<file path="src/design/timer2_defs.svh">
// Constants for the second timer/counter: control bit positions, prescale counts and reset values.
// Assumes inclusion by design files only; holds definitions and nothing else.
`ifndef TIMER2_DEFS_SVH
`define TIMER2_DEFS_SVH

// ************************************************
// Control register bit positions
// ************************************************
`define T2_BIT_CAPTURE 0
`define T2_BIT_COUNTER 1
`define T2_BIT_RUN 2
`define T2_BIT_EXT_ENABLE 3
`define T2_BIT_TX_CLOCK 4
`define T2_BIT_RX_CLOCK 5

// ************************************************
// Prescale counts and reset values
// ************************************************
`define MC_DIV_SIX 4'h6
`define MC_DIV_TWELVE 4'hC
`define FAST_DIV_SIX 4'h1
`define FAST_DIV_TWELVE 4'h2
`define PRESCALE_ONE 4'h1
`define PRESCALE_RST 4'h0
`define COUNT_RST 16'h0000
`define COUNT_MAX 16'hFFFF
`define COUNT_ONE 16'h0001
`define CTRL_RST 8'h00

`endif

</file>
<file path="src/design/timer2_pkg.sv">
// Types shared by the second timer/counter design files.
// Assumes the constants header is compiled alongside.
package timer2_pkg;

	// ************************************************
	// Counting source, one-hot
	// ************************************************
	typedef enum logic [3:0] {
		MODE_STOP = 4'b0001,
		MODE_TIMER = 4'b0010,
		MODE_COUNTER = 4'b0100,
		MODE_FAST = 4'b1000
	} count_mode_t;

endpackage : timer2_pkg

</file>
<file path="src/design/timer2_modes_clock_out.sv">
// Second timer/counter: auto-reload, capture, baud-rate ticks and 50% clock-out.
// Assumes control bytes come from software-held logic on clk_in, which is the oscillator clock.
//
// What this block does
// With internal trigger control, reload happens only on overflow and no capture happens.
// With external control, trigger pin falling edge also captures or reloads, unless baud mode.
// Control value selects baud use: 34H/36H both, 24H/26H receive, 14H/16H transmit.
// Clock-out drives a clock with equal high and low times onto the pin.
// The same pin also serves as the external count clock input.
// Software clears counter select and sets clock-out enable to get clock-out.
// The timer counts only while run bit, control bit 2, is set.
// Clock-out frequency derives from oscillator and the 16-bit reload value.
// Divider factor is 2 in six-clock mode and 4 in twelve-clock mode.
// Output frequency is oscillator over factor times (65536 minus reload).
// In clock-out mode rollovers raise no timer interrupt flag.
// Baud generation and clock-out may run together from one reload value.
`timescale 1ns/1ps
`include "timer2_defs.svh"

module timer2_modes_clock_out #(
	parameter int COUNT_WIDTH = 16
) (
	input wire logic clk_in,
	input wire logic sys_rst_in,
	input wire logic [7:0] timer2_control_reg_in,
	input wire logic clock_out_enable_in,
	input wire logic six_clock_mode_in,
	input wire logic reload_write_in,
	input wire logic [15:0] reload_value_in,
	input wire logic flags_clear_in,
	input wire logic external_trigger_pin_in,
	input wire logic count_pin_in,
	output logic count_pin_out,
	output logic count_pin_oe_n_out,
	output logic [15:0] count_out,
	output logic [15:0] reload_capture_out,
	output logic overflow_flag_out,
	output logic trigger_flag_out,
	output logic rx_baud_tick_out,
	output logic tx_baud_tick_out,
	output timer2_pkg::count_mode_t mode_out
);
	import timer2_pkg::*;

	// The reload arithmetic is fixed at sixteen bits, so any other width is refused when the design is built.
	if (COUNT_WIDTH != 16) begin : g_width_check
		$error("COUNT_WIDTH must be 16");
	end

	// ************************************************
	// Control decode and input edges
	// ************************************************
	logic [7:0] ctrl_reg;
	logic clkout_en_reg;
	logic six_reg;
	logic baud_active;
	logic clkout_active;
	logic trig_level;
	logic trig_prev_reg;
	logic pin_level;
	logic pin_prev_reg;
	logic trig_fall;
	logic pin_fall;
	logic [3:0] prescale_reg;
	logic [3:0] prescale_limit;
	logic tick;
	logic ovf;
	logic ext_event;
	count_mode_t mode_next;

	pin_filter #(
		.RESET_LEVEL(1'b1)
	) trig_filter (
		.clk_in(clk_in),
		.sys_rst_in(sys_rst_in),
		.pin_in(external_trigger_pin_in),
		.level_out(trig_level)
	);

	pin_filter #(
		.RESET_LEVEL(1'b1)
	) count_filter (
		.clk_in(clk_in),
		.sys_rst_in(sys_rst_in),
		.pin_in(count_pin_in),
		.level_out(pin_level)
	);

	// Control copies are registered so every mode decision comes from one sample.
	always_ff @(posedge clk_in or posedge sys_rst_in) begin
		if (sys_rst_in) begin
			ctrl_reg <= `CTRL_RST;
			clkout_en_reg <= 1'b0;
			six_reg <= 1'b0;
			trig_prev_reg <= 1'b1;
			pin_prev_reg <= 1'b1;
		end else begin
			ctrl_reg <= timer2_control_reg_in;
			clkout_en_reg <= clock_out_enable_in;
			six_reg <= six_clock_mode_in;
			trig_prev_reg <= trig_level;
			pin_prev_reg <= pin_level;
		end
	end

	assign trig_fall = trig_prev_reg & ~trig_level;
	assign pin_fall = pin_prev_reg & ~pin_level;
	// baud selection bits
	assign baud_active = ctrl_reg[`T2_BIT_RX_CLOCK] | ctrl_reg[`T2_BIT_TX_CLOCK];
	// clock-out needs timer select
	assign clkout_active = clkout_en_reg & ~ctrl_reg[`T2_BIT_COUNTER];

	// run bit gates counting
	always_comb begin
		if (!ctrl_reg[`T2_BIT_RUN]) begin
			mode_next = MODE_STOP;
		end else if (ctrl_reg[`T2_BIT_COUNTER]) begin
			mode_next = MODE_COUNTER;
		end else if (baud_active || clkout_active) begin
			mode_next = MODE_FAST;
		end else begin
			mode_next = MODE_TIMER;
		end
	end

	always_ff @(posedge clk_in or posedge sys_rst_in) begin
		if (sys_rst_in) begin
			mode_out <= MODE_STOP;
		end else begin
			mode_out <= mode_next;
		end
	end

	// ************************************************
	// Prescaler
	// ************************************************
	// fast modes step every one or two clocks
	always_comb begin
		case (mode_out)
			MODE_FAST: prescale_limit = six_reg ? `FAST_DIV_SIX : `FAST_DIV_TWELVE;
			MODE_TIMER: prescale_limit = six_reg ? `MC_DIV_SIX : `MC_DIV_TWELVE;
			default: prescale_limit = `PRESCALE_ONE;
		endcase
	end

	// The prescaler restarts whenever counting stops so the first period is whole.
	always_ff @(posedge clk_in or posedge sys_rst_in) begin
		if (sys_rst_in) begin
			prescale_reg <= `PRESCALE_RST;
		end else if (mode_out == MODE_STOP || mode_out == MODE_COUNTER) begin
			prescale_reg <= `PRESCALE_RST;
		end else if (prescale_reg >= prescale_limit - `PRESCALE_ONE) begin
			prescale_reg <= `PRESCALE_RST;
		end else begin
			prescale_reg <= prescale_reg + `PRESCALE_ONE;
		end
	end

	// pin edges clock counter mode
	always_comb begin
		case (mode_out)
			MODE_COUNTER: tick = pin_fall;
			MODE_TIMER: tick = (prescale_reg >= prescale_limit - `PRESCALE_ONE);
			MODE_FAST: tick = (prescale_reg >= prescale_limit - `PRESCALE_ONE);
			default: tick = 1'b0;
		endcase
	end

	assign ovf = tick & (count_out == `COUNT_MAX);
	// trigger pin acts outside baud
	assign ext_event = ctrl_reg[`T2_BIT_EXT_ENABLE] & trig_fall & ~baud_active;

	// ************************************************
	// Count and reload/capture registers
	// ************************************************
	// reload only on overflow
	// reload from 16-bit value
	always_ff @(posedge clk_in or posedge sys_rst_in) begin
		if (sys_rst_in) begin
			count_out <= `COUNT_RST;
		end else if (ovf && (mode_out == MODE_FAST || !ctrl_reg[`T2_BIT_CAPTURE])) begin
			count_out <= reload_capture_out;
		end else if (ext_event && !ctrl_reg[`T2_BIT_CAPTURE]) begin
			count_out <= reload_capture_out;
		end else if (tick) begin
			count_out <= count_out + `COUNT_ONE;
		end
	end

	// A capture wins over a software write in the same cycle so no event is lost.
	always_ff @(posedge clk_in or posedge sys_rst_in) begin
		if (sys_rst_in) begin
			reload_capture_out <= `COUNT_RST;
		end else if (ext_event && ctrl_reg[`T2_BIT_CAPTURE]) begin
			reload_capture_out <= count_out;
		end else if (reload_write_in) begin
			reload_capture_out <= reload_value_in;
		end
	end

	// ************************************************
	// Flags and baud ticks
	// ************************************************
	// no overflow flag when fast
	always_ff @(posedge clk_in or posedge sys_rst_in) begin
		if (sys_rst_in) begin
			overflow_flag_out <= 1'b0;
			trigger_flag_out <= 1'b0;
		end else begin
			// Mode lags the control copy by one cycle, so the fast-mode term keeps a late rollover quiet.
			if (ovf && !baud_active && !clkout_active && mode_out != MODE_FAST) begin
				overflow_flag_out <= 1'b1;
			end else if (flags_clear_in) begin
				overflow_flag_out <= 1'b0;
			end
			if (ext_event) begin
				trigger_flag_out <= 1'b1;
			end else if (flags_clear_in) begin
				trigger_flag_out <= 1'b0;
			end
		end
	end

	// ticks share the overflow
	always_ff @(posedge clk_in or posedge sys_rst_in) begin
		if (sys_rst_in) begin
			rx_baud_tick_out <= 1'b0;
			tx_baud_tick_out <= 1'b0;
		end else begin
			rx_baud_tick_out <= ovf & ctrl_reg[`T2_BIT_RX_CLOCK];
			tx_baud_tick_out <= ovf & ctrl_reg[`T2_BIT_TX_CLOCK];
		end
	end

	// ************************************************
	// Clock-out pin
	// ************************************************
	// toggle per overflow
	// half period is one rollover
	// Toggling on every overflow gives equal high and low times by construction.
	always_ff @(posedge clk_in or posedge sys_rst_in) begin
		if (sys_rst_in) begin
			count_pin_out <= 1'b1;
			count_pin_oe_n_out <= 1'b1;
		end else begin
			count_pin_oe_n_out <= ~clkout_active;
			if (!clkout_active) begin
				count_pin_out <= 1'b1;
			end else if (ovf) begin
				count_pin_out <= ~count_pin_out;
			end
		end
	end
endmodule : timer2_modes_clock_out

</file>
<file path="src/design/pin_filter.sv">
// Three-stage pin synchroniser with agreement filter.
// Assumes an asynchronous pin input and one clock domain.
`timescale 1ns/1ps

module pin_filter #(
	parameter logic RESET_LEVEL = 1'b1
) (
	input wire logic clk_in,
	input wire logic sys_rst_in,
	input wire logic pin_in,
	output logic level_out
);

	logic meta_reg;
	logic sync_reg;
	logic agree_reg;

	// The first stage feeds the second only; the filter looks at stages two and three.
	always_ff @(posedge clk_in or posedge sys_rst_in) begin
		if (sys_rst_in) begin
			meta_reg <= RESET_LEVEL;
			sync_reg <= RESET_LEVEL;
			agree_reg <= RESET_LEVEL;
		end else begin
			meta_reg <= pin_in;
			sync_reg <= meta_reg;
			agree_reg <= sync_reg;
		end
	end

	// A change is taken only once two consecutive samples agree.
	always_ff @(posedge clk_in or posedge sys_rst_in) begin
		if (sys_rst_in) begin
			level_out <= RESET_LEVEL;
		end else if (sync_reg == agree_reg) begin
			level_out <= agree_reg;
		end
	end

endmodule : pin_filter

</file>
<file path="config.mk">
export PLATFORM = sky130hd
export DESIGN_NAME = timer2_modes_clock_out
export DESIGN_NICKNAME = d
export VERILOG_FILES = /design/src/design/timer2_pkg.sv /design/src/design/timer2_modes_clock_out.sv /design/src/design/pin_filter.sv
export VERILOG_INCLUDE_DIRS = /design/src /design/src/design
export SDC_FILE = /design/constraint.sdc
export NUM_CORES = 1
export LEC_CHECK = 0
export ABC_CLOCK_PERIOD_IN_PS = 2700
export BUFFER_PORTS_ARGS = -buffer_cell sky130_fd_sc_hd__buf_4
export CAP_MARGIN = 20
export CORE_MARGIN = 2
export CORE_UTILIZATION = 45
export DETAILED_ROUTE_END_ITERATION = 6
export PLACE_DENSITY_LB_ADDON = 0.25
export SYNTH_ARGS = -nofsm -noshare
export SYNTH_HDL_FRONTEND = slang
export SYNTH_SLANG_ARGS = --single-unit
</file>
<file path="constraint.sdc">
create_clock -name clk_in -period 2.7 [get_ports clk_in]
set_input_delay 0.405 -clock clk_in [delete_from_list [all_inputs] [get_ports clk_in]]
set_output_delay 0.405 -clock clk_in [all_outputs]
set_load 0.05 [all_outputs]
</file>
# Word level (Yosys, flattened, before mapping)
# Index checks and enable logic that the tools add are counted.
[op_classes] n_lt_le_gt_ge=1 n_reduce_logical=17 eq_ne=9 n_mux=19 n_addsub=3 bitwise_logic=15
[ops] cell="$mux W16" n=5
[ops] cell="$mux W4" n=6
[ops] cell="$add A16 B1 Y16 const B" n=1
[ops] cell="$eq A16 B16 Y1 const B" n=1
[ops] cell="$and A1 B1 Y1" n=8
[ops] cell="$pmux W4 S2" n=1
[ops] cell="$logic_and A1 B1 Y1" n=6
[ops] cell="$not A1 Y1" n=6
[ops] cell="$reduce_bool A2 Y1" n=3
[ops] cell="$mux W1" n=5
[ops] cell="$add A4 B1 Y4 const B" n=1
[ops] cell="$eq A4 B1 Y1 const B" n=1
[ops] cell="$eq A4 B2 Y1 const B" n=1
[ops] cell="$eq A4 B3 Y1 const B" n=1
[ops] cell="$eq A4 B4 Y1 const B" n=1
[ops] cell="$ge A4 B4 Y1" n=1
[ops] cell="$ne A4 B4 Y1 const B" n=1
[ops] cell="$sub A4 B1 Y4 const B" n=1
[ops] cell="$logic_not A1 Y1" n=3
[ops] cell="$logic_or A1 B1 Y1" n=3
[ops] cell="$reduce_bool A3 Y1" n=1
[ops] cell="$eq A1 B1 Y1" n=2
[ops] cell="$mux W2" n=1
[ops] cell="$ne A2 B1 Y1 const B" n=1
[ops] cell="other kinds (3)" n=3
[totals] input_bits=32 ff_bits=64 out_inout_bits=42 elab_cells=87

# Longest topological paths before layout
[depth] depth_word=10 ltp_mapped=9 mapped_depth_nobuf=8

# Hierarchy
# Synthesis repeated with hierarchy kept, for this count alone.
[hier_totals] cells_unflattened=279 area_unflattened_um2=3066.7
[by_module_without_submodules] mod="timer2_modes_clock_out" cells_per_inst=267 area_per_inst_um2=2826.5 n_inst=1 seq_area_each_um2=1407.6
[by_module_without_submodules] mod="pin_filter" cells_per_inst=6 area_per_inst_um2=120.1 n_inst=2 seq_area_each_um2=105.1

# Worst setup path after synthesis
# Ideal clock, no wire load.
[synth_path] path_type="reg-to-reg" start="reg mode_out[1]" end="reg count_out[0]" n_path_buf=0 required_time_ps=2577 synth_period_minus_slack_ps=2740 path_slack_ps=-40 arrival_time_ps=2617 setup_ps=123 stages_incl_launch_ff=9 path_cell_list="dfrtp_1 nand2b_1 or4_1 ha_1 o31a_1 a311oi_2 and3_1 o21ai_2 o221a_1"
[synth_between] elab_chain_cells=8 elab_cells_between_ends=13 cone_classes="add/sub: 1; order compare: 1; eq/ne: 3; mux: 3; bitwise: 1; reduce/logical: 4"
[synth_rtl] item="from (decl)" line="timer2_modes_clock_out.sv:41" rtl="output timer2_pkg::count_mode_t mode_out"
[synth_rtl] item="from (signal assigned)" line="timer2_modes_clock_out.sv:130" rtl="mode_out <= mode_next;"
[synth_rtl] item="$eq A4 B2 Y1 or $eq A4 B4 Y1 (tied branches)" line="timer2_modes_clock_out.sv:139, timer2_modes_clock_out.sv:161, timer2_modes_clock_out.sv:181"
[synth_rtl] item="$pmux W4 S2" line="timer2_modes_clock_out.sv:139" rtl="case (mode_out)"
[synth_rtl] item="$sub A4 B1 Y4 (no source line)"
[synth_rtl] item="$ge A4 B4 Y1 (no source line)"
[synth_rtl] item="$pmux W1 S2" line="timer2_modes_clock_out.sv:161" rtl="case (mode_out)"
[synth_rtl] item="$and A1 B1 Y1" line="timer2_modes_clock_out.sv:169" rtl="assign ovf = tick & (count_out == `COUNT_MAX);"
[synth_rtl] item="$logic_and A1 B1 Y1" line="timer2_modes_clock_out.sv:181" rtl="end else if (ovf && (mode_out == MODE_FAST || !ctrl_reg[`T2_BIT_CAPTURE])) begin"
[synth_rtl] item="$reduce_bool A3 Y1 (no source line) or $mux W16 (tied branches)"
[synth_rtl] item="to (signal assigned)" line="timer2_modes_clock_out.sv:180" rtl="count_out <= `COUNT_RST;"
[synth_rtl] item="to (signal assigned)" line="timer2_modes_clock_out.sv:182" rtl="count_out <= reload_capture_out;"
[synth_rtl] item="to (signal assigned)" line="timer2_modes_clock_out.sv:184" rtl="count_out <= reload_capture_out;"
[synth_rtl] item="to (decl)" line="timer2_modes_clock_out.sv:35" rtl="output logic [15:0] count_out,"
# Several ways; a longest one is shown, not always the timed one.
# A chain may end at the register's enable or synchronous reset.

# Worst setup path in the final report
[layout_path] start="reg mode_out[3]" end="reg prescale_reg[1]"
[layout_between] elab_chain_cells=6 elab_cells_between_ends=10 cone_classes="add/sub: 1; order compare: 1; eq/ne: 4; mux: 3; reduce/logical: 1"
[layout_rtl] item="$eq A4 B2 Y1 or $eq A4 B4 Y1 (tied branches)" line="timer2_modes_clock_out.sv:139"
[layout_rtl] item="$pmux W4 S2" line="timer2_modes_clock_out.sv:139"
[layout_rtl] item="$sub A4 B1 Y4 (no source line)"
[layout_rtl] item="$ge A4 B4 Y1 (no source line)"
[layout_rtl] item="$mux W4" line="timer2_modes_clock_out.sv:152" rtl="end else if (prescale_reg >= prescale_limit - `PRESCALE_ONE) begin"
[layout_rtl] item="$mux W4 (*)" line="timer2_modes_clock_out.sv:150" rtl="end else if (mode_out == MODE_STOP || mode_out == MODE_COUNTER) begin"
[layout_rtl] item="to (signal assigned)" line="timer2_modes_clock_out.sv:149" rtl="prescale_reg <= `PRESCALE_RST;"
[layout_rtl] item="to (signal assigned)" line="timer2_modes_clock_out.sv:151" rtl="prescale_reg <= `PRESCALE_RST;"
[layout_rtl] item="to (signal assigned)" line="timer2_modes_clock_out.sv:153" rtl="prescale_reg <= `PRESCALE_RST;"
[layout_rtl] item="to (decl)" line="timer2_modes_clock_out.sv:64" rtl="logic [3:0] prescale_reg;"
# Every way passes the cells marked *; elsewhere a longest branch is shown, timed or not.

==> results.md <==
- Clock-pin slew on the worst setup and hold paths: approximately 0.080 ns
- Worst-skew pair later-pin latency: 0.34 ns
- Maximum VDD drop: about 380 uV
- Simple logic cell fraction of the synthesized area: between 10 and 15%
- Count of final hold-check violations: 0
- Syn Inst Count: 282
- Post-CTS resize count: 0
- Critical path, cell by cell: nand2b_1, or4_1, ha_4, o31a_1, a311oi_4, buf_4, o21bai_1, a221o_1, nor2_1
- Number of placement rows: 30
- Synth-to-Final Area Change: 29.1%
- Slowest library cell on the worst path: sky130_fd_sc_hd__or4_1
- Final Max Tran Viols: 0
- Synth top area share: around two fifths
- Element type at the critical path start: flop
- Area occupied by multi-input gates: roughly 1400 sq um
- Total die area: 7500 sq um
- Setup-violating endpoint count in the final report: 0
- Wire length of the first global-routing pass: 11000 um
- TritonCTS clock tree: done
- Worst EP arrival: ~2.8 ns
- Count of filler cells inserted in the layout: slightly below 600
- Xor and xnor fraction of the mapped netlist area: 1.14%
- Total number of clock tree sinks: 64
- Vias: about 2500
- Sequential cell area fraction in the yosys report: between 50% and 60%
- Count of flip-flops with a built-in enable after synthesis: 0
- Worst-path fanout max: 4
- Number of nets with antenna violations after routing: 0
- Drt via density: roughly 5.5
- Cell Pwr Density: 684 nW/um^2
- Synth cell count leaders: 51 x sky130_fd_sc_hd__dfrtp_1, 30 x sky130_fd_sc_hd__nor2_1, 25 x sky130_fd_sc_hd__mux2i_1, 17 x sky130_fd_sc_hd__a21oi_1
- Aggregate global routing overflow: 0
- Most common cell in the synthesized netlist: sky130_fd_sc_hd__dfrtp_1
- Die span in x: 86.6 um
- GRT Overall Usage: between 10% and 20%
- Die Span Y: roughly 87 um
- Adder-cell area share of the yosys netlist: between 2 and 3%
- Post-synthesis instance area: a little over 3000 sq um
- Inserted Clock Buffers: 9
- Final Critical Period: around 2.6 ns
- Status: finished clean
- Cell area reported after detailed placement: 3740 sq um
- FF+latch area: ~1600 sq um
- Initial standard-cell utilization of the core: about 46%
- WHS: approximately 0.16 ns
- Share of synthesized flip-flops with an asynchronous set or reset: 100%
- Core region area: 6680 sq um
- Diodes inserted: 0
- Library cell used as clock root buffer: sky130_fd_sc_hd__clkbuf_8
- Pin count of the biggest net entering global routing: 34
- Final routed wire length divided by cell count: 15.2 um
- Ratio of final minimum period to clock period: between 90 and 100%
- Post-detailed-routing wire length: a little under 7000 um
- Yosys synthesis warning count: 0
- Worst hold path class: in -> async
- Proportion of layout cells with a drive suffix above 1: between 30% and 40%
- Leakage power figure: approximately 1.9 nW
- Compound-Gate Fraction of Synth Area: between 10% and 20%
- Multiplexer share of the synthesized area: a little under 9%
- Count of input and output buffers: slightly above 70
- Post-Synthesis Mean Instance Area: between 10 and 15 sq um
- Crit path kind: reg -> reg
- Required time of the critical path: 2.97 ns
- Slew at the pin closest to its max-slew limit: between 0.6 and 0.7 ns
- Longest Clk Path Bufs: 2
- Number of top-level pins: 74
- Nature of the critical path endpoint: flop
- Final Wtd Congestion: a little over 0.8
- Setup Fix Bufs, Post-CTS: 0
- Clock H-tree levels: 3
- Count of nets after finishing: 400
- Maximum Capacitance Violations: 0
- Antenna violations before repair: 0
- Post-synthesis cell type with the largest combined area: sky130_fd_sc_hd__dfrtp_1
- Largest family of logic cells by synthesized area: compound AO/OA/AOI/OAI gates
- Iteration-0 DRC count of the detailed router: 89
- Number of library cell types mapped by synthesis: between 50 and 60
- Syn_nets: 319
- Synthesis-stage register bit count: 64
- Area of all placed cells without fillers: 3960 sq um
- Max Clock Freq: approximately 390 MHz
- Layout Skew: around 0.0066 ns
- Max_slew headroom: a little over half
- Number of buffers inserted for hold repair after clock tree synthesis: 0
- Most used DFF post-synth: sky130_fd_sc_hd__dfrtp_1
- Delay of the slowest cell on the worst path: roughly 0.47 ns
- Cells taking the most area after synthesis: sky130_fd_sc_hd__dfrtp_1 42%, sky130_fd_sc_hd__dfstp_2 11%, sky130_fd_sc_hd__mux2i_1 8.1%
- DRC violation count after routing: 0
- Number of global-route vias before repair: roughly 2200
- Placed wire-length estimate after detailed placement: around 4700 um
- Count of TritonRoute iterations in the first routing pass: 4
==> cells in the final DEF, fill, tap and decap left out, types with 2 or more instances in the layout <==
| cell type | netlist | layout |
|---|---|---|
| sky130_fd_sc_hd__inv_6 | 0 | 2 |
| sky130_fd_sc_hd__a22oi_1 | 6 | 6 |
| sky130_fd_sc_hd__and2_1 | 5 | 5 |
| sky130_fd_sc_hd__o22a_1 | 2 | 2 |
| sky130_fd_sc_hd__maj3_1 | 2 | 2 |
| sky130_fd_sc_hd__o21ai_0 | 4 | 4 |
| sky130_fd_sc_hd__o2bb2ai_1 | 3 | 3 |
| sky130_fd_sc_hd__a2bb2oi_1 | 5 | 5 |
| sky130_fd_sc_hd__nand3_1 | 6 | 6 |
| sky130_fd_sc_hd__nand2b_1 | 2 | 2 |
| sky130_fd_sc_hd__mux2_2 | 2 | 2 |
| sky130_fd_sc_hd__a21oi_1 | 17 | 17 |
| sky130_fd_sc_hd__o22ai_1 | 11 | 11 |
| sky130_fd_sc_hd__nor3_1 | 5 | 5 |
| sky130_fd_sc_hd__a31oi_1 | 2 | 2 |
| sky130_fd_sc_hd__clkbuf_8 | 0 | 9 |
| sky130_fd_sc_hd__o21bai_1 | 3 | 3 |
| sky130_fd_sc_hd__dfrtp_1 | 51 | 49 |
| sky130_fd_sc_hd__nand2_1 | 13 | 13 |
| sky130_fd_sc_hd__nor2b_1 | 2 | 2 |
| sky130_fd_sc_hd__nand4_1 | 6 | 6 |
| sky130_fd_sc_hd__ha_1 | 5 | 4 |
| sky130_fd_sc_hd__nor2_1 | 30 | 30 |
| sky130_fd_sc_hd__buf_12 | 0 | 2 |
| sky130_fd_sc_hd__clkinv_4 | 0 | 3 |
| sky130_fd_sc_hd__dfrtp_2 | 0 | 2 |
| sky130_fd_sc_hd__o21a_1 | 2 | 2 |
| sky130_fd_sc_hd__dfstp_2 | 13 | 13 |
| sky130_fd_sc_hd__xor2_1 | 3 | 3 |
| sky130_fd_sc_hd__inv_1 | 13 | 12 |
| sky130_fd_sc_hd__mux2i_1 | 25 | 25 |
| sky130_fd_sc_hd__buf_4 | 1 | 78 |
| sky130_fd_sc_hd__o211ai_1 | 3 | 3 |
| sky130_fd_sc_hd__or4_1 | 2 | 2 |
| sky130_fd_sc_hd__and3_1 | 8 | 7 |
==> cells by family (layout without fill, tap and decap cells) <==
logic type / after synthesis / in the layout
flops: 64 / 64
compound gates: 69 / 69
mux: 27 / 27
xor+xnor: 4 / 4
buf+inv: 23 / 109
simple gates: 88 / 88
fa+ha+maj: 7 / 7
==> worst max-delay path: cells and delay by family (launching register included) <==
family                   cells  cell delay (ns)
buffers and inverters        1             0.17
AND/OR/NAND/NOR              3             0.78
AO/OA/AOI/OAI                4             0.86
adder cells (fa/ha/maj)      1             0.26
flip-flops                   1             0.40
==> final cells by class <==
class | count | area share, %
tap | 80 | 2.53
clock buffer | 9 | 3.13
inverter | 13 | 1.23
timing repair buffer | 80 | 15.8
sequential | 64 | 40.9
multi-input combinational | 195 | 35.0
clock inverter | 7 | 1.42
==> layer usage <==
| layer | GRT usage, % | up-vias | part of all wire, % |
|---|---|---|---|
| li1 | - | 1202 | - |
| met1 | 26.4 | 1182 | 47 |
| met2 | 28.5 | 81 | 47 |
| met3 | 3.90 | 10 | 5.1 |
| met4 | 6.39 | 0 | 1.5 |
| met5 | 0 | - | 0 |
==> report_power, final <==
| part | internal [mW] | switching, mW |
|---|---|---|
| clock | 0.342 | 0.406 |
| combinational | 0.259 | 0.494 |
| sequential | 1.07 | 0.139 |
==> metrics by stage <==
step | utilization [%] | cells | total power, mW | TNS (ns) | setup WS, ns
5_1_grt | 59.3 | 448 | 2.84 | -0.0792 | -0.0376
6_report | 59.3 | 448 | 2.71 | 0 | 0.134
3_5_place_dp | 56.0 | 432 | 1.98 | 0 | 0.100
4_1_cts | 58.7 | 448 | 2.73 | 0 | 0.0788
2_1_floorplan | - | 282 | 1.72 | 0 | 0.0548
3_3_place_gp | 56.0 | 432 | 1.97 | 0 | 0.141
==> path summary, 6_finish.rpt <==
path	cells past startpoint	startpoint	endpoint	slack [ns]
worst max-delay path	9	mode_out[3]	prescale_reg[1]	0.13
max in group asynchronous	3	sys_rst_in	reload_capture_out[3]	1.93
worst max register to register	9	mode_out[3]	prescale_reg[1]	0.13
min in group clk_in	1	timer2_control_reg_in[1]	ctrl_reg[1]	0.16
worst min register to register	0	count_filter.meta_reg	count_filter.sync_reg	0.36
worst min-delay path	2	sys_rst_in	ctrl_reg[3]	0.16
No activity file was read; power rests on OpenSTA's default activity.
